===== src/vcx_pkg.sv =====
// Constants, register map and carrier types for the video crosspoint control logic.
package vcx_pkg;

   // ==========================================================================
   // Two-wire bus addressing
   // ==========================================================================
   localparam logic [7:0] VCX_DEV_ADDR_LO = 8'h84;
   localparam logic [7:0] VCX_DEV_ADDR_HI = 8'h8c;
   localparam logic [3:0] VCX_BITS_BYTE   = 4'h8;

   // ==========================================================================
   // Register offsets and storage indices
   // ==========================================================================
   localparam logic [7:0] VCX_OFS_COMP_SEL  = 8'h00;
   localparam logic [7:0] VCX_OFS_SVID_SEL  = 8'h01;
   localparam logic [7:0] VCX_OFS_CMPT_SEL  = 8'h02;
   localparam logic [7:0] VCX_OFS_CLMP_MODE = 8'h03;
   localparam logic [7:0] VCX_OFS_FILTER    = 8'h04;
   localparam logic [7:0] VCX_OFS_SEP_A     = 8'h05;
   localparam logic [7:0] VCX_OFS_SEP_B     = 8'h06;
   localparam logic [7:0] VCX_OFS_MISC2     = 8'h16;

   localparam int         VCX_NREG          = 8;
   localparam logic [2:0] VCX_IDX_COMP_SEL  = 3'h0;
   localparam logic [2:0] VCX_IDX_SVID_SEL  = 3'h1;
   localparam logic [2:0] VCX_IDX_CMPT_SEL  = 3'h2;
   localparam logic [2:0] VCX_IDX_CLMP_MODE = 3'h3;
   localparam logic [2:0] VCX_IDX_FILTER    = 3'h4;
   localparam logic [2:0] VCX_IDX_SEP_A     = 3'h5;
   localparam logic [2:0] VCX_IDX_SEP_B     = 3'h6;
   localparam logic [2:0] VCX_IDX_MISC2     = 3'h7;

   localparam logic [7:0] VCX_REG_RESET     = 8'h00;

   // ==========================================================================
   // Field layout: groups A and B share a register, one nibble each
   // ==========================================================================
   localparam int VCX_NIB_A      = 0;
   localparam int VCX_NIB_B      = 4;
   localparam int VCX_SLAVE_BIT  = 0;
   localparam int VCX_FCOMP_BIT  = 0;
   localparam int VCX_FSVID_BIT  = 1;
   localparam int VCX_FCMPT_LSB  = 2;
   // Clamp-disable register: group A in the high nibble, group B in the low one.
   localparam int VCX_MISC_A     = 4;
   localparam int VCX_MISC_B     = 0;
   localparam int VCX_DIS_COMP   = 0;
   localparam int VCX_DIS_SVID   = 1;
   localparam int VCX_DIS_CMPT   = 2;
   localparam int VCX_LOW_OFS    = 3;

   localparam logic [2:0] VCX_COMP_SRCS = 3'h6;
   localparam logic [7:0] VCX_SEP_SVID_OFF = 8'h25;
   localparam logic [7:0] VCX_SEP_CMPT_OFF = 8'h24;

   // Component filter codes.
   localparam logic [1:0] VCX_CFLT_BYPASS = 2'h0;
   localparam logic [1:0] VCX_CFLT_10MHZ  = 2'h1;
   localparam logic [1:0] VCX_CFLT_20MHZ  = 2'h2;
   localparam logic [1:0] VCX_CFLT_36MHZ  = 2'h3;

   // ==========================================================================
   // Carrier types
   // ==========================================================================
   typedef struct packed {
      logic [5:0] comp_sel;        // One-hot composite source.
      logic [3:0] svid_sel;        // One-hot S-video source (Y and C together).
      logic [3:0] cmpt_sel;        // One-hot component source (three together).
      logic       slave_mode;      // 1 = clamp timed by the group's sync separator.
      logic       tip_clamp;       // Sync-tip clamp on luma and composite.
      logic       keyed_to_luma;   // Chroma keyed clamp timed to luma.
      logic [7:0] sep_cfg;         // Sync separator source setting.
      logic       comp_filt_en;    // Composite 7 MHz low-pass, else bypass.
      logic       svid_filt_en;    // S-video 10 MHz filter, else bypass.
      logic [1:0] cmpt_filt;       // Component filter code.
      logic       comp_clamp_en;
      logic       svid_pulldn_en;  // Luma and chroma pull-down.
      logic       svid_y_pullup_en;
      logic       svid_c_pullup_en;
      logic       cmpt_pulldn_en;  // All three components.
      logic       cmpt_y_pullup_en;
      logic       cmpt_cd_pullup_en;
      logic       cmpt_low_ofs;
   } vcx_grp_t;

   typedef struct packed {
      logic       wr;
      logic [7:0] ofs;
      logic [7:0] data;
   } vcx_wr_t;

endpackage


===== src/vcx_serial_slave.sv =====
// Two-wire bus slave engine: address match, register offset, data bytes, acknowledge.
`timescale 1ns/1ps
module vcx_serial_slave
   import vcx_pkg::*;
(
   input  wire logic       ref_clk_i,
   input  wire logic       resetn_i,
   input  wire logic       scl_i,
   input  wire logic       sda_i,
   input  wire logic       addr_sel_i,
   input  wire logic [7:0] rd_data_i,
   output logic      [7:0] rd_ofs_o,
   output vcx_wr_t         wr_o,
   output logic            sda_oe_n_o
);

   typedef enum logic [4:0] {
      VCX_S_IDLE = 5'b00001,
      VCX_S_ADDR = 5'b00010,
      VCX_S_WRB  = 5'b00100,
      VCX_S_ACKT = 5'b01000,
      VCX_S_RDB  = 5'b10000
   } vcx_st_t;

   // ==========================================================================
   // Synchronisers: the first stage feeds only the second
   // ==========================================================================
   logic [2:0] scl_sy_ff;
   logic [2:0] sda_sy_ff;
   logic [1:0] asel_sy_ff;

   always_ff @(posedge ref_clk_i or negedge resetn_i) begin
      if (!resetn_i) begin
         scl_sy_ff  <= 3'h7;
         sda_sy_ff  <= 3'h7;
         asel_sy_ff <= 2'h0;
      end else begin
         scl_sy_ff  <= {scl_sy_ff[1:0], scl_i};
         sda_sy_ff  <= {sda_sy_ff[1:0], sda_i};
         asel_sy_ff <= {asel_sy_ff[0], addr_sel_i};
      end
   end

   wire scl_s    = scl_sy_ff[1];
   wire sda_s    = sda_sy_ff[1];
   wire scl_rise = scl_sy_ff[1] & ~scl_sy_ff[2];
   wire scl_fall = ~scl_sy_ff[1] & scl_sy_ff[2];
   wire start_ev = scl_s & scl_sy_ff[2] & ~sda_s & sda_sy_ff[2];
   wire stop_ev  = scl_s & scl_sy_ff[2] & sda_s & ~sda_sy_ff[2];

   // ==========================================================================
   // Byte engine
   // ==========================================================================
   vcx_st_t    st_ff;
   logic [7:0] sh_ff;
   logic [3:0] cnt_ff;
   logic       rw_ff;
   logic       first_ff;
   logic       nack_ff;
   logic       rd_ack_ff;
   logic [7:0] ofs_ff;
   vcx_wr_t    wr_ff;
   logic       oe_n_ff;

   wire [7:0] my_addr  = asel_sy_ff[1] ? VCX_DEV_ADDR_HI : VCX_DEV_ADDR_LO;
   wire       addr_hit = (sh_ff[7:1] == my_addr[7:1]);
   wire       byte_end = (cnt_ff == VCX_BITS_BYTE);

   always_ff @(posedge ref_clk_i or negedge resetn_i) begin
      if (!resetn_i) begin
         st_ff     <= VCX_S_IDLE;
         sh_ff     <= 8'h00;
         cnt_ff    <= 4'h0;
         rw_ff     <= 1'b0;
         first_ff  <= 1'b0;
         nack_ff   <= 1'b0;
         rd_ack_ff <= 1'b0;
         ofs_ff    <= 8'h00;
         wr_ff     <= '0;
         oe_n_ff   <= 1'b1;
      end else begin
         wr_ff.wr <= 1'b0;
         if (start_ev) begin
            st_ff    <= VCX_S_ADDR;
            cnt_ff   <= 4'h0;
            first_ff <= 1'b1;
            oe_n_ff  <= 1'b1;
         end else if (stop_ev) begin
            st_ff   <= VCX_S_IDLE;
            oe_n_ff <= 1'b1;
         end else begin
            unique case (st_ff)
               VCX_S_IDLE: begin
                  oe_n_ff <= 1'b1;
               end
               VCX_S_ADDR, VCX_S_WRB: begin
                  if (scl_rise && !byte_end) begin
                     sh_ff  <= {sh_ff[6:0], sda_s};
                     cnt_ff <= cnt_ff + 4'h1;
                  end else if (scl_fall && byte_end) begin
                     cnt_ff <= 4'h0;
                     if (st_ff == VCX_S_ADDR) begin
                        if (addr_hit) begin
                           st_ff   <= VCX_S_ACKT;
                           oe_n_ff <= 1'b0;
                           rw_ff   <= sh_ff[0];
                        end else begin
                           st_ff <= VCX_S_IDLE;
                        end
                     end else begin
                        st_ff    <= VCX_S_ACKT;
                        oe_n_ff  <= 1'b0;
                        first_ff <= 1'b0;
                        if (first_ff) begin
                           ofs_ff <= sh_ff;
                        end else begin
                           wr_ff <= '{wr: 1'b1, ofs: ofs_ff, data: sh_ff};
                           ofs_ff <= ofs_ff + 8'h01;
                        end
                     end
                  end
               end
               VCX_S_ACKT: begin
                  if (scl_fall) begin
                     cnt_ff <= 4'h0;
                     if (rw_ff) begin
                        st_ff   <= VCX_S_RDB;
                        sh_ff   <= rd_data_i;
                        oe_n_ff <= rd_data_i[7];
                        ofs_ff  <= ofs_ff + 8'h01;
                     end else begin
                        st_ff   <= VCX_S_WRB;
                        oe_n_ff <= 1'b1;
                     end
                  end
               end
               VCX_S_RDB: begin
                  if (scl_rise) begin
                     cnt_ff <= cnt_ff + 4'h1;
                     if (byte_end) begin
                        nack_ff <= sda_s;
                     end
                  end else if (scl_fall) begin
                     if (cnt_ff == VCX_BITS_BYTE) begin
                        oe_n_ff   <= 1'b1;
                        rd_ack_ff <= 1'b1;
                     end else if (byte_end || rd_ack_ff) begin
                        rd_ack_ff <= 1'b0;
                        cnt_ff    <= 4'h0;
                        if (nack_ff) begin
                           st_ff <= VCX_S_IDLE;
                        end else begin
                           sh_ff   <= rd_data_i;
                           oe_n_ff <= rd_data_i[7];
                           ofs_ff  <= ofs_ff + 8'h01;
                        end
                     end else begin
                        sh_ff   <= {sh_ff[6:0], 1'b0};
                        oe_n_ff <= sh_ff[6];
                     end
                  end
               end
            endcase
         end
      end
   end

   assign rd_ofs_o   = ofs_ff;
   assign wr_o       = wr_ff;
   assign sda_oe_n_o = oe_n_ff;

endmodule


===== src/vcx_crosspoint_ctrl.sv =====
// Top of the video crosspoint control logic: register bank, selectors, clamps, power-down.
//
// Contract
// - Answer bus address 0x84 with select pin low or open, 0x8C when high.
// - Reset low then high clears every data register to 0x00.
// - Power-down high disables analog circuitry and tri-states all video outputs.
// - In power-down the serial interface stays active and registers keep contents.
// - Composite selector gives outputs A and B each one of six sources.
// - S-video and component selectors switch together; each output picks one of four.
// - Sources reach only outputs of their own signal type.
// - Groups A and B each have an independent master or slave clamp setting.
// - Master mode uses internal sync; tip clamp luma, chroma keyed to luma.
// - Slave mode clamps from the group separator, fed by external or video sync.
// - Composite outputs choose 7 MHz low-pass filter or bypass.
// - S-video outputs choose 10 MHz filter or bypass.
// - Component outputs choose 36, 20 or 10 MHz filter, or bypass.
// - A one in a clamp-disable bit at offset 0x16 disables that clamp.
// - S-video disable kills pull-downs and luma pull-up; chroma pull-up needs 0x25.
// - Component disable kills pull-downs and luma pull-up; colour pull-ups need 0x24.
// - Bit 7 enables component low-offset clamp for A, bit 3 for B.
`timescale 1ns/1ps
module vcx_crosspoint_ctrl
   import vcx_pkg::*;
(
   input  wire logic  ref_clk_i,
   input  wire logic  resetn_i,
   input  wire logic  scl_i,
   input  wire logic  sda_i,
   output logic       sda_o,
   output logic       sda_oe_n_o,
   input  wire logic  addr_sel_i,
   input  wire logic  low_power_input_i,
   output logic       analog_en_o,
   output logic       video_hiz_o,
   output vcx_grp_t   grp_a_o,
   output vcx_grp_t   grp_b_o
);

   // ==========================================================================
   // Decoding helpers
   // ==========================================================================
   function automatic logic [3:0] reg_index(input logic [7:0] ofs, output logic hit);
      begin
         hit       = 1'b1;
         reg_index = {1'b0, VCX_IDX_COMP_SEL};
         case (ofs)
            VCX_OFS_COMP_SEL:  reg_index = {1'b0, VCX_IDX_COMP_SEL};
            VCX_OFS_SVID_SEL:  reg_index = {1'b0, VCX_IDX_SVID_SEL};
            VCX_OFS_CMPT_SEL:  reg_index = {1'b0, VCX_IDX_CMPT_SEL};
            VCX_OFS_CLMP_MODE: reg_index = {1'b0, VCX_IDX_CLMP_MODE};
            VCX_OFS_FILTER:    reg_index = {1'b0, VCX_IDX_FILTER};
            VCX_OFS_SEP_A:     reg_index = {1'b0, VCX_IDX_SEP_A};
            VCX_OFS_SEP_B:     reg_index = {1'b0, VCX_IDX_SEP_B};
            VCX_OFS_MISC2:     reg_index = {1'b0, VCX_IDX_MISC2};
            default:           hit = 1'b0;
         endcase
      end
   endfunction

   // Composite codes 6 and 7 name no source, so the output selects nothing.
   function automatic logic [5:0] comp_onehot(input logic [2:0] code);
      begin
         comp_onehot = (code < VCX_COMP_SRCS) ? 6'(6'h01 << code) : 6'h00;
      end
   endfunction

   function automatic logic [3:0] quad_onehot(input logic [1:0] code);
      begin
         quad_onehot = 4'(4'h1 << code);
      end
   endfunction

   // ==========================================================================
   // Serial slave and register bank
   // ==========================================================================
   vcx_wr_t    wr;
   logic [7:0] rd_ofs;
   logic [7:0] rd_data;
   logic [7:0] regs_ff [VCX_NREG];
   logic       wr_hit;
   logic       rd_hit;
   logic [3:0] wr_idx;
   logic [3:0] rd_idx;

   // The engine never looks at the power-down level, so it keeps serving the
   // host while the analog side sleeps.
   vcx_serial_slave u_slave (
      .ref_clk_i  (ref_clk_i),
      .resetn_i   (resetn_i),
      .scl_i      (scl_i),
      .sda_i      (sda_i),
      .addr_sel_i (addr_sel_i),
      .rd_data_i  (rd_data),
      .rd_ofs_o   (rd_ofs),
      .wr_o       (wr),
      .sda_oe_n_o (sda_oe_n_o)
   );

   always_comb begin
      wr_idx = reg_index(wr.ofs, wr_hit);
      rd_idx = reg_index(rd_ofs, rd_hit);
   end

   // Unmapped offsets read as zero and ignore writes.
   assign rd_data = rd_hit ? regs_ff[rd_idx[2:0]] : 8'h00;

   genvar r;
   generate
      for (r = 0; r < VCX_NREG; r++) begin : g_reg
         always_ff @(posedge ref_clk_i or negedge resetn_i) begin
            if (!resetn_i) begin
               regs_ff[r] <= VCX_REG_RESET;
            end else if (wr.wr && wr_hit && (wr_idx == 4'(r))) begin
               regs_ff[r] <= wr.data;
            end
         end
      end
   endgenerate

   // ==========================================================================
   // Power-down pin synchroniser and outputs
   // ==========================================================================
   logic [1:0] pd_sy_ff;
   logic       analog_en_ff;
   logic       hiz_ff;
   logic       sda_ff;

   always_ff @(posedge ref_clk_i or negedge resetn_i) begin
      if (!resetn_i) begin
         pd_sy_ff     <= 2'h0;
         analog_en_ff <= 1'b0;
         hiz_ff       <= 1'b1;
         sda_ff       <= 1'b0;
      end else begin
         pd_sy_ff     <= {pd_sy_ff[0], low_power_input_i};
         analog_en_ff <= ~pd_sy_ff[1];
         hiz_ff       <= pd_sy_ff[1];
         sda_ff       <= 1'b0;
      end
   end

   assign analog_en_o = analog_en_ff;
   assign video_hiz_o = hiz_ff;
   assign sda_o       = sda_ff;

   // ==========================================================================
   // Per-group selector, clamp and filter control
   // ==========================================================================
   vcx_grp_t nxt_grp [2];
   vcx_grp_t grp_ff  [2];

   genvar g;
   generate
      for (g = 0; g < 2; g++) begin : g_grp
         localparam int NIB = (g == 0) ? VCX_NIB_A : VCX_NIB_B;
         localparam int MSC = (g == 0) ? VCX_MISC_A : VCX_MISC_B;
         localparam logic [2:0] SEP_IDX = (g == 0) ? VCX_IDX_SEP_A : VCX_IDX_SEP_B;

         wire [7:0] sel_c   = regs_ff[VCX_IDX_COMP_SEL];
         wire [7:0] sel_s   = regs_ff[VCX_IDX_SVID_SEL];
         wire [7:0] sel_k   = regs_ff[VCX_IDX_CMPT_SEL];
         wire [7:0] mode    = regs_ff[VCX_IDX_CLMP_MODE];
         wire [7:0] filt    = regs_ff[VCX_IDX_FILTER];
         wire [7:0] misc    = regs_ff[VCX_IDX_MISC2];
         wire [7:0] sep     = regs_ff[SEP_IDX];
         wire       slave   = mode[NIB + VCX_SLAVE_BIT];
         wire       dis_c   = misc[MSC + VCX_DIS_COMP];
         wire       dis_s   = misc[MSC + VCX_DIS_SVID];
         wire       dis_k   = misc[MSC + VCX_DIS_CMPT];
         wire       s_c_off = dis_s && (sep == VCX_SEP_SVID_OFF);
         wire       k_cd_off = dis_k && (sep == VCX_SEP_CMPT_OFF);

         // Each signal type has its own selector field and its own output
         // bus, so no code can steer one type onto another type's output.
         always_comb begin
            nxt_grp[g].comp_sel          = comp_onehot(sel_c[NIB +: 3]);
            nxt_grp[g].svid_sel          = quad_onehot(sel_s[NIB +: 2]);
            nxt_grp[g].cmpt_sel          = quad_onehot(sel_k[NIB +: 2]);
            nxt_grp[g].slave_mode        = slave;
            nxt_grp[g].tip_clamp         = ~slave;
            nxt_grp[g].keyed_to_luma     = ~slave;
            nxt_grp[g].sep_cfg           = sep;
            nxt_grp[g].comp_filt_en      = filt[NIB + VCX_FCOMP_BIT];
            nxt_grp[g].svid_filt_en      = filt[NIB + VCX_FSVID_BIT];
            nxt_grp[g].cmpt_filt         = filt[NIB + VCX_FCMPT_LSB +: 2];
            nxt_grp[g].comp_clamp_en     = ~dis_c;
            nxt_grp[g].svid_pulldn_en    = ~dis_s;
            nxt_grp[g].svid_y_pullup_en  = ~dis_s;
            nxt_grp[g].svid_c_pullup_en  = ~s_c_off;
            nxt_grp[g].cmpt_pulldn_en    = ~dis_k;
            nxt_grp[g].cmpt_y_pullup_en  = ~dis_k;
            nxt_grp[g].cmpt_cd_pullup_en = ~k_cd_off;
            nxt_grp[g].cmpt_low_ofs      = misc[MSC + VCX_LOW_OFS];
         end

         always_ff @(posedge ref_clk_i or negedge resetn_i) begin
            if (!resetn_i) begin
               grp_ff[g] <= '0;
            end else begin
               grp_ff[g] <= nxt_grp[g];
            end
         end
      end
   endgenerate

   assign grp_a_o = grp_ff[0];
   assign grp_b_o = grp_ff[1];

endmodule


===== config.mk =====
export PLATFORM = sky130hd
export DESIGN_NAME = vcx_crosspoint_ctrl
export DESIGN_NICKNAME = d
export VERILOG_FILES = /design/src/vcx_pkg.sv /design/src/vcx_serial_slave.sv /design/src/vcx_crosspoint_ctrl.sv
export SDC_FILE = /design/constraint.sdc
export NUM_CORES = 1
export LEC_CHECK = 0
export BUFFER_PORTS_ARGS = -buffer_cell sky130_fd_sc_hd__buf_2
export CELL_PAD_IN_SITES_DETAIL_PLACEMENT = 1
export CELL_PAD_IN_SITES_GLOBAL_PLACEMENT = 2
export CORE_MARGIN = 2
export CORE_UTILIZATION = 40
export DETAILED_ROUTE_END_ITERATION = 8
export MAX_ROUTING_LAYER = met4
export PLACE_DENSITY = 0.82
export REMOVE_ABC_BUFFERS = 1
export SETUP_SLACK_MARGIN = 0.1
export SYNTH_ARGS = -nofsm -noshare
export SYNTH_HDL_FRONTEND = slang
export SYNTH_SLANG_ARGS = --single-unit

===== constraint.sdc =====
create_clock -name ref_clk_i -period 4.55 [get_ports ref_clk_i]
set_input_delay 0.91 -clock ref_clk_i [delete_from_list [all_inputs] [get_ports ref_clk_i]]
set_output_delay 0.91 -clock ref_clk_i [all_outputs]
set_load 0.02 [all_outputs]

# --- Yosys cells after proc, flatten, opt, wreduce, memory -nomap -nowiden ---
# Index checks and enable logic that the tools add are counted.
word_totals:
  elab_cells: 284
  output_inout_bits: 78
  ff_bits: 191
  inputBits: 6
classes:
  add_sub_neg: 2
  shift: 6
  muxes: 85
  n_eq_ne: 62
  bitwise_logic: 31
  n_lt_le_gt_ge: 3
  reduce_logical: 39
ops:
  columns: ["operator", "count"]
  rows:
  - ["$mux 8", 22]
  - ["$mux 17", 7]
  - ["$mux 5", 11]
  - ["$eq 8x3->1 const B", 6]
  - ["$mux 4", 12]
  - ["$pmux 8 s3", 2]
  - ["$pmux 3 s7", 2]
  - ["$eq 8x2->1 const B", 4]
  - ["$eq 8x6->1 const B", 4]
  - ["$ne 4x1->1 const B", 8]
  - ["$reduce_and 7->1", 4]
  - ["$bmux 8 s3", 1]
  - ["$mux 1", 23]
  - ["$not 1->1", 23]
  - ["$ne 2x1->1 const B", 9]
  - ["$eq 4x3->1 const B", 4]
  - ["$eq 8x1->1 const B", 2]
  - ["$eq 8x5->1 const B", 2]
  - ["$logic_not 8->1", 2]
  - ["$reduce_or 8->1", 2]
  - ["$shl 1x2->4 const A", 4]
  - ["$logic_and 1x1->1", 15]
  - ["$pmux 5 s3", 1]
  - ["$reduce_and 13->1", 1]
  - ["38 further kinds", 57]

# --- Logic depth before layout (Yosys ltp) ---
# Gate-level depths: netlist of run 1.
depth:
  depth_word: 15
  mapped_depth: 11
  ltp_nobuf: 8

# --- Modules after synthesis ---
# Synthesis of run 1 repeated with hierarchy kept, for this count alone.
hier_totals:
  hier_cells: 645
  area_unflattened_um2: 8318.0
by_module_without_submodules:
  columns: ["module", "cells_each", "seq_area_each_um2", "area_per_inst_um2", "n_inst"]
  rows:
  - ["vcx_crosspoint_ctrl", 359, 3404.5, 5236.3, 1]
  - ["vcx_serial_slave", 286, 1386.3, 3081.7, 1]

# --- Worst setup path before layout of run 1 ---
# OpenSTA, ideal clock, no wires.
synth_timing:
  path_type: "register -> register"
  startpoint: "reg u_slave.ofs_ff[3] (netlist: u_slave.rd_ofs_o[3])"
  endpoint: "reg u_slave.oe_n_ff (netlist: u_slave.sda_oe_n_o)"
  n_path_buf: 2
  slack_ps: 2320
  arrival_ps: 2147
  synth_period_minus_slack_ps: 2230
  stages_incl_launch_ff: 9
  path_cell_list: "dfrtp_1 > or4_4 > buf_6 > a221oi_4 > buf_6 > nand2_1 > a32oi_1 > nand4_1 > a41oi_1"
synth_via:
  elab_chain_len: 15
synth_rtl:
  columns: ["item", "line_no", "text"]
  rows:
  - ["start, declared", "vcx_serial_slave.sv:61", "logic [7:0] ofs_ff;"]
  - ["start signal, assigned", "vcx_serial_slave.sv:118", "ofs_ff <= ofs_ff + 8'h01;"]
  - ["start signal, assigned", "vcx_serial_slave.sv:130", "ofs_ff <= ofs_ff + 8'h01;"]
  - ["start signal, assigned", "vcx_serial_slave.sv:155", "ofs_ff <= ofs_ff + 8'h01;"]
  - ["$eq 8x5->1 (tied with other cells)", "vcx_crosspoint_ctrl.sv:46", "case (ofs)"]
  - ["$pmux 3 s7", "vcx_crosspoint_ctrl.sv:46", null]
  - ["$not 3->4 (implied by the code)", "vcx_crosspoint_ctrl.sv:105", "assign rd_data = rd_hit ? regs_ff[rd_idx[2:0]] : 8'h00;"]
  - ["$bmux 8 s3", "vcx_crosspoint_ctrl.sv:105", null]
  - ["$mux 8 (implied by the code) (2 in series)", "vcx_crosspoint_ctrl.sv:105", null]
  - ["$mux 8 *", "vcx_crosspoint_ctrl.sv:105", null]
  - ["$mux 1", "vcx_serial_slave.sv:150", "if (nack_ff) begin"]
  - ["$mux 1", "vcx_serial_slave.sv:147", "end else if (byte_end || rd_ack_ff) begin"]
  - ["$mux 1", "vcx_serial_slave.sv:144", "if (cnt_ff == VCX_BITS_BYTE) begin"]
  - ["$mux 1", "vcx_serial_slave.sv:143", "end else if (scl_fall) begin"]
  - ["$mux 1", "vcx_serial_slave.sv:138", "if (scl_rise) begin"]
  - ["$pmux 1 s4 *", "vcx_serial_slave.sv:92", "unique case (st_ff)"]
  - ["$mux 1 *", "vcx_serial_slave.sv:88", "end else if (stop_ev) begin"]
  - ["$mux 1 *", "vcx_serial_slave.sv:83", "if (start_ev) begin"]
  - ["end signal, assigned", "vcx_serial_slave.sv:129", "oe_n_ff <= rd_data_i[7];"]
  - ["end signal, assigned", "vcx_serial_slave.sv:154", "oe_n_ff <= rd_data_i[7];"]
  - ["end signal, assigned", "vcx_serial_slave.sv:159", "oe_n_ff <= sh_ff[6];"]
  - ["end, declared", "vcx_serial_slave.sv:63", "logic oe_n_ff;"]
# Every way passes the cells marked *; elsewhere a longest branch is shown, timed or not. The select of a mux whose other input is x is not followed.
# A chain may end at the register's enable or synchronous reset.

# --- Final worst setup path of run 1 ---
layout_timing:
  startpoint: "reg u_slave.ofs_ff[3] (netlist: u_slave.rd_ofs_o[3])"
  endpoint: "reg u_slave.sh_ff[0]"
layout_via:
  elab_chain_len: 13
layout_rtl:
  columns: ["item", "line_no", "text"]
  rows:
  - ["$eq 8x5->1 (tied with other cells)", "vcx_crosspoint_ctrl.sv:46", null]
  - ["$pmux 3 s7", "vcx_crosspoint_ctrl.sv:46", null]
  - ["$not 3->4 (implied by the code)", "vcx_crosspoint_ctrl.sv:105", null]
  - ["$bmux 8 s3", "vcx_crosspoint_ctrl.sv:105", null]
  - ["$mux 8 (implied by the code) (2 in series)", "vcx_crosspoint_ctrl.sv:105", null]
  - ["$mux 8 *", "vcx_crosspoint_ctrl.sv:105", null]
  - ["$mux 8", "vcx_serial_slave.sv:150", null]
  - ["$mux 8", "vcx_serial_slave.sv:147", null]
  - ["$mux 8", "vcx_serial_slave.sv:144", null]
  - ["$mux 8", "vcx_serial_slave.sv:143", null]
  - ["$mux 8", "vcx_serial_slave.sv:138", null]
  - ["$pmux 8 s3 *", "vcx_serial_slave.sv:92", null]
  - ["end signal, assigned", "vcx_serial_slave.sv:98", "sh_ff <= {sh_ff[6:0], sda_s};"]
  - ["end signal, assigned", "vcx_serial_slave.sv:153", "sh_ff <= rd_data_i;"]
  - ["end signal, assigned", "vcx_serial_slave.sv:158", "sh_ff <= {sh_ff[6:0], 1'b0};"]
  - ["end, declared", "vcx_serial_slave.sv:55", "logic [7:0] sh_ff;"]
# Marks and branches as above.

==> results of run 1 <==
## worst paths after layout
check	from	to	slack [ns]	depth (start not counted)
setup / recovery	u_slave.rd_ofs_o[3]$_DFFE_PN0P_	u_slave.sh_ff[0]$_DFFE_PN0P_	1.59	6
hold reg to reg	u_slave.sda_sy_ff[0]$_DFF_PN1_	u_slave.sda_sy_ff[1]$_DFF_PN1_	0.36	0
hold / removal	u_slave.sda_sy_ff[0]$_DFF_PN1_	u_slave.sda_sy_ff[1]$_DFF_PN1_	0.36	0
max in group asynchronous	resetn_i	u_slave.sda_oe_n_o$_DFFE_PN1P_	2.96	2
setup reg to reg	u_slave.rd_ofs_o[3]$_DFFE_PN0P_	u_slave.sh_ff[0]$_DFFE_PN0P_	1.59	6
min in group asynchronous	resetn_i	grp_a_o[17]$_DFF_PN0_	0.57	1
## routing by layer
layer / vias up / wire, um
li1: 2554 / -
met2: 109 / 10700
met1: 2905 / 8560
met5: - / 0
met3: 19 / 752
met4: 0 / 291
## registers in the layout, summed over array words and instances (netlist names), 3 cells and up
register,cells
u_slave.rd_ofs_o,8
grp_a_o,34
u_slave.wr_o,17
g_grp.sel_c,8
grp_b_o,34
g_grp.sel_s,8
g_grp.sep,16
g_grp.sel_k,8
g_grp.filt,8
g_grp.misc,8
u_slave.sh_ff,8
u_slave.sda_sy_ff,3
u_slave.cnt_ff,4
u_slave.scl_sy_ff,3
g_grp.mode,8
u_slave.st_ff,5
## cell families (layout without fill, tap and decap cells)
kind of cell | Yosys count | after routing | share of synthesized area, %
DFF | 191 | 191 | 60.2
AOI/OAI and AO/OA | 112 | 112 | 9.61
muxes | 74 | 74 | 10.3
and+or+nand+nor | 237 | 237 | 14.7
buffers and inverters | 59 | 141 | 3.43
other | 1 | 1 | 0.0471
adders and majority gates | 9 | 9 | 1.42
xor gates and xnor gates | 3 | 3 | 0.330
## placed cells by master, fill, tap and decap left out, types with 15 or more instances in the layout
cell type  Yosys  routed
mux2_2        60      60
a21oi_1       20      20
inv_1         23      23
nor2b_1       15      15
clkbuf_16      0      17
buf_2          5      81
a32oi_1       21      21
nand3_1       19      19
nor2_1        26      26
dfrtp_1      182     182
o21ai_0       34      34
nand2_1      113     113
## power by group
group | internal [mW] | total [mW] | switching, mW
clock | 0.787 | 1.50 | 0.715
combinational | 0.304 | 0.882 | 0.578
sequential | 1.81 | 2.01 | 0.200
## worst max-delay path: stages, from the launching register on
cell and delay (ns):
dfrtp_1 0.43, or4_4 0.68, nor2_1 0.61, a21oi_1 0.34
a32oi_1 0.46, nand4_1 0.17, a31oi_1 0.19
## metrics by stage
step / instances / power [mW]
final: 1033 / 4.40
after global routing: 1033 / 4.64
after CTS: 1033 / 4.43
after detailed placement: 1001 / 2.92
after global placement: 1001 / 2.86
after floorplan: 650 / 2.59
## area by class of cell
| class | instances | area share [%] |
|---|---|---|
| multi-input cells | 436 | 31.6 |
| flip-flops and latches | 191 | 52.4 |
| inverters | 23 | 0.944 |
| well taps | 265 | 3.63 |
| clock inverters | 14 | 1.78 |
| repair buffers | 86 | 4.91 |
| clock buffers | 18 | 4.69 |
==> impl_metrics.ini, run 1 <==
[route]
drtPass1Iterations = 5
wl_mm = 20.3
drt_iter0_markers = 354
vias_per_cell = 5.41
via_count = 5587
wl_per_cell_um = 19.6
antenna_left = 0
drc_errors = 0

[yosys]
syn_avg_cell_area_sq_um = 11.6
synth_warnings = 0
synth_area_sq_um = 7960
yosysUniqueCellTypes = 61
ys_top_cells_by_area = dfrtp_1 57%, mux2_2 8.5%, nand2_1 5.3%
async_flop_share_pct = 100
synthFlopType = dfrtp_1
synthCells = 686
yosysMostFrequentCell = dfrtp_1
synth_seq_cells = 191
synth_edf_count = 0
synth_top_cell_area_share_pct = 57.2
synth-seq-area-share_pct = 60.2
synth_commonest_cells = 182 x dfrtp_1, 113 x nand2_1, 60 x mux2_2, 34 x o21ai_0, 26 x nor2_1
synth.largest_area_cell = dfrtp_1

[clock_tree]
hold_buffers = 0
postCtsResizedCells = 0
cts_tree = done
ctsHtreeMaxLevel = 4
cts_setup_buffers = 0
cts_sinks = 191
clockRootBuffer = clkbuf_16
path_clk_slew_ns = 0.07
cts_made_buffers = 17
clk_latency_ns = 0.44
clock_path_buffers = 2

[timing]
min_period_ns = 2.96
rsz0062_at_grt = false
hold_violations = 0
holdWs_ns = 0.358
layout_setup_ws_ns = 1.59
finalCritPeriodShare_pct = 65.0
fmax_ghz = 0.338
tightest_slew_ns = 1.13
finalMaxSlewViolations = 0
max_slew_margin_pct = 23.7
tns_ns = 0
setup_viol = 0
fin_skew_ns = 0.0123

[floorplanning]
chipWidth_um = 145
num_io_pins = 84
rows = 51
die_height_um = 145
coreArea_sq_um = 19500
die-area_sq_um = 21000
start_util_pct = 40.9

[placed_design]
io_buffers = 82
dp_slack_ns = 1.64
gp_congestion = 0.830
dp_hpwl_mm = 13.9
place_area_sq_um = 8550

[global_routing]
grt_pass1_wl_mm = 33.9
grt_remaining_overflow = 0
grt_max_degree = 124
grt_pass1_vias = 6087
antenna_found_initial = 0
grt_util_all_layers_pct = 21.0
use_met3_pct = 4.78
met2_usage_pct = 36.0
busiest_layer = met2
use_met1_pct = 25.0

[worst_setup_path]
cp.required_ns = 4.91
start_kind = flop
crit_arrival_ns = 3.31
crit_type = reg2reg
cp_max_fo = 13
worst_setup_path_end_kind = flop

[hold_path]
hold_path.class = reg2reg

[cells_and_area]
fill_cells = 2082
drive_above_1_share_pct = 25.3
nets = 770
postLayoutCellArea_sq_um = 9140
final_util_pct = 47.0
diodes = 0
multi_input_area_sq_um = 2890
syn_to_final_growth_pct = 14.9
ff_latch_area_sq_um = 4790

[run_status]
status = finished clean

[power_and_ir_drop]
power_density_nw_per_um2 = 481
ir_drop_uv = 265
p_leak_nw = 4.33

[flow_run]
max_cap_violations = 0
No activity file was read; power rests on OpenSTA's default activity.
==> run 2: changes to the inputs <==
- CORE_UTILIZATION: 40 -> 39
- PLACE_DENSITY: 0.82 -> 0.81
- clock period: 4.55 -> 3.1 ns (I/O delays scaled with it)
==> run 2 against run 1 <==
  * Critical path depth rose by 2
  * Combinational power rose by 55%
  * Clock power rose by 52%
  * Die area rose by 2.5%
  * Sequential power rose by 47%
  * Largest power group unchanged
==> impl_metrics.ini, run 2 (synthesis results as in run 1) <==
[timing]
max_slew_margin_pct = 47.0
min_period_ns = 2.58
hold_violations = 0
holdWs_ns = 0.254
fmax_ghz = 0.387
setup_viol = 0
finalMaxSlewViolations = 0
finalCritPeriodShare_pct = 83.4
fin_skew_ns = 0.0113
tns_ns = 0
rsz0062_at_grt = false
tightest_slew_ns = 0.793

[global_routing]
grt_remaining_overflow = 0
grt_max_degree = 92
grt_util_all_layers_pct = 20.0
antenna_found_initial = 0
grt_pass1_vias = 6025
grt_pass1_wl_mm = 32.6

[placed_design]
place_area_sq_um = 8670
io_buffers = 82
gp_congestion = 0.831
dp_hpwl_mm = 13.8

[clock_tree]
cts_made_buffers = 17
hold_buffers = 0
postCtsResizedCells = 0
clk_latency_ns = 0.44
path_clk_slew_ns = 0.08
cts_tree = done
clock_path_buffers = 2
clockRootBuffer = clkbuf_16
cts_setup_buffers = 0
cts_sinks = 191
ctsHtreeMaxLevel = 4

[floorplanning]
chipWidth_um = 147
die_height_um = 147
rows = 52
die-area_sq_um = 21600
num_io_pins = 84
coreArea_sq_um = 20100
start_util_pct = 39.6

[worst_setup_path]
worst_setup_path_end_kind = flop
start_kind = flop
worstRegToRegCells = 8
r2r-start = u_slave.rd_ofs_o[0]$_DFFE_PN0P_
crit_arrival_ns = 2.87
rrSetupSlack_ns = 0.52
rr_endpoint = u_slave.sh_ff[1]$_DFFE_PN0P_
cp.required_ns = 3.38
cp_max_fo = 8
crit_type = reg2reg

[route]
wl_met1_mm = 8.76
wl_mm = 20.0
wl_per_cell_um = 19.1
drtPass1Iterations = 4
dr.max_layer_used = met4
drc_errors = 0
antenna_left = 0
via_count = 5515
route.met2.wl_mm = 10.4
dr_wl_met3_um = 622
drt_iter0_markers = 262
vias_per_cell = 5.25

[run_status]
status = finished clean

[power_and_ir_drop]
p_seq_share_pct = 44.7
netSwitchingFraction_pct = 33.4
ir_drop_uv = 466
switchingPower_mw = 2.20
power_density_nw_per_um2 = 710
p_int_mw = 4.39
comb_power_share_pct = 20.8
p_leak_nw = 4.42
pwr-share-clk_pct = 34.6
power_mw = 6.60

[cells_and_area]
syn_to_final_growth_pct = 16.9
fill_cells = 2178
postLayoutCellArea_sq_um = 9300
drive_above_1_share_pct = 26.4
diodes = 0
nets = 782
layout_commonest_cell = dfrtp_1
final_cell_mix = 182 x dfrtp_1, 113 x nand2_1, 81 x buf_2

[hold_path]
hold_path.class = in2async

[flow_run]
max_cap_violations = 0
==> run 2: cell types whose count changed in the layout (fill, tap and decap cells not counted), moves of 2 or more <==
cell and delta:
buf_12 +2, buf_4 +10, clkinv_8 +2, inv_6 -2
==> run 2: routing by layer <==
layer	vias to the layer above	track usage (%)
met5	-	-
met4	0	5.39
met3	19	3.26
met2	95	34.8
met1	2837	24.3
li1	2564	-
==> run 2: per-stage QoR <==
stage / util (%) / cells / setup slack [ns]
2_1_floorplan: - / 650 / 0.800
3_3_place_gp: 43.1 / 1018 / 0.594
3_5_place_dp: 43.1 / 1018 / 0.501
4_1_cts: 46.3 / 1050 / 0.491
5_1_grt: 46.3 / 1050 / 0.301
6_report: 46.3 / 1050 / 0.516
==> run 2: area by class of cell <==
cell class              count  area (sq um)  share of cell area (%)
flip-flops and latches    191          4790                    51.5
multi-input cells         436          2890                    31.1
repair buffers             98           564                    6.07
clock buffers              18           429                    4.62
well taps                 270           338                    3.63
clock inverters            14           198                    2.13
inverters                  23          86.3                   0.928
==> run 2: worst max-delay path by stage <==
stage                                          startpoint                         endpoint  slack (ns)
after floorplan           u_slave.rd_ofs_o[3]$_DFFE_PN0P_     u_slave.sh_ff[6]$_DFFE_PN0P_        0.80
after global placement    u_slave.rd_ofs_o[3]$_DFFE_PN0P_   u_slave.sda_oe_n_o$_DFFE_PN1P_        0.59
after detailed placement     u_slave.st_ff[2]$_DFFE_PN0P_  u_slave.rd_ofs_o[5]$_DFFE_PN0P_        0.50
after CTS                 u_slave.rd_ofs_o[5]$_DFFE_PN0P_   u_slave.sda_oe_n_o$_DFFE_PN1P_        0.49
after global routing         u_slave.st_ff[2]$_DFFE_PN0P_  u_slave.rd_ofs_o[5]$_DFFE_PN0P_        0.30
final                     u_slave.rd_ofs_o[0]$_DFFE_PN0P_     u_slave.sh_ff[1]$_DFFE_PN0P_        0.52
==> run 2: power by group through the flow <==
stage | combinational, mW | clock (mW) | sequential (mW)
after detailed placement | 1.38 | 0 | 2.99
after global placement | 1.30 | 0 | 2.98
after floorplan | 0.927 | 0 | 2.88
after global routing | 1.53 | 2.43 | 2.98
final | 1.37 | 2.28 | 2.95
after CTS | 1.39 | 2.34 | 2.94
==> run 2: critical path: stages, from the launching register on <==
cell	delay (ns)
dfrtp_1	0.40
inv_1	0.12
ha_1	0.25
o21bai_1	0.28
nand2_1	0.10
a21oi_1	0.59
a32oi_1	0.32
a32oi_1	0.28
a21oi_1	0.10
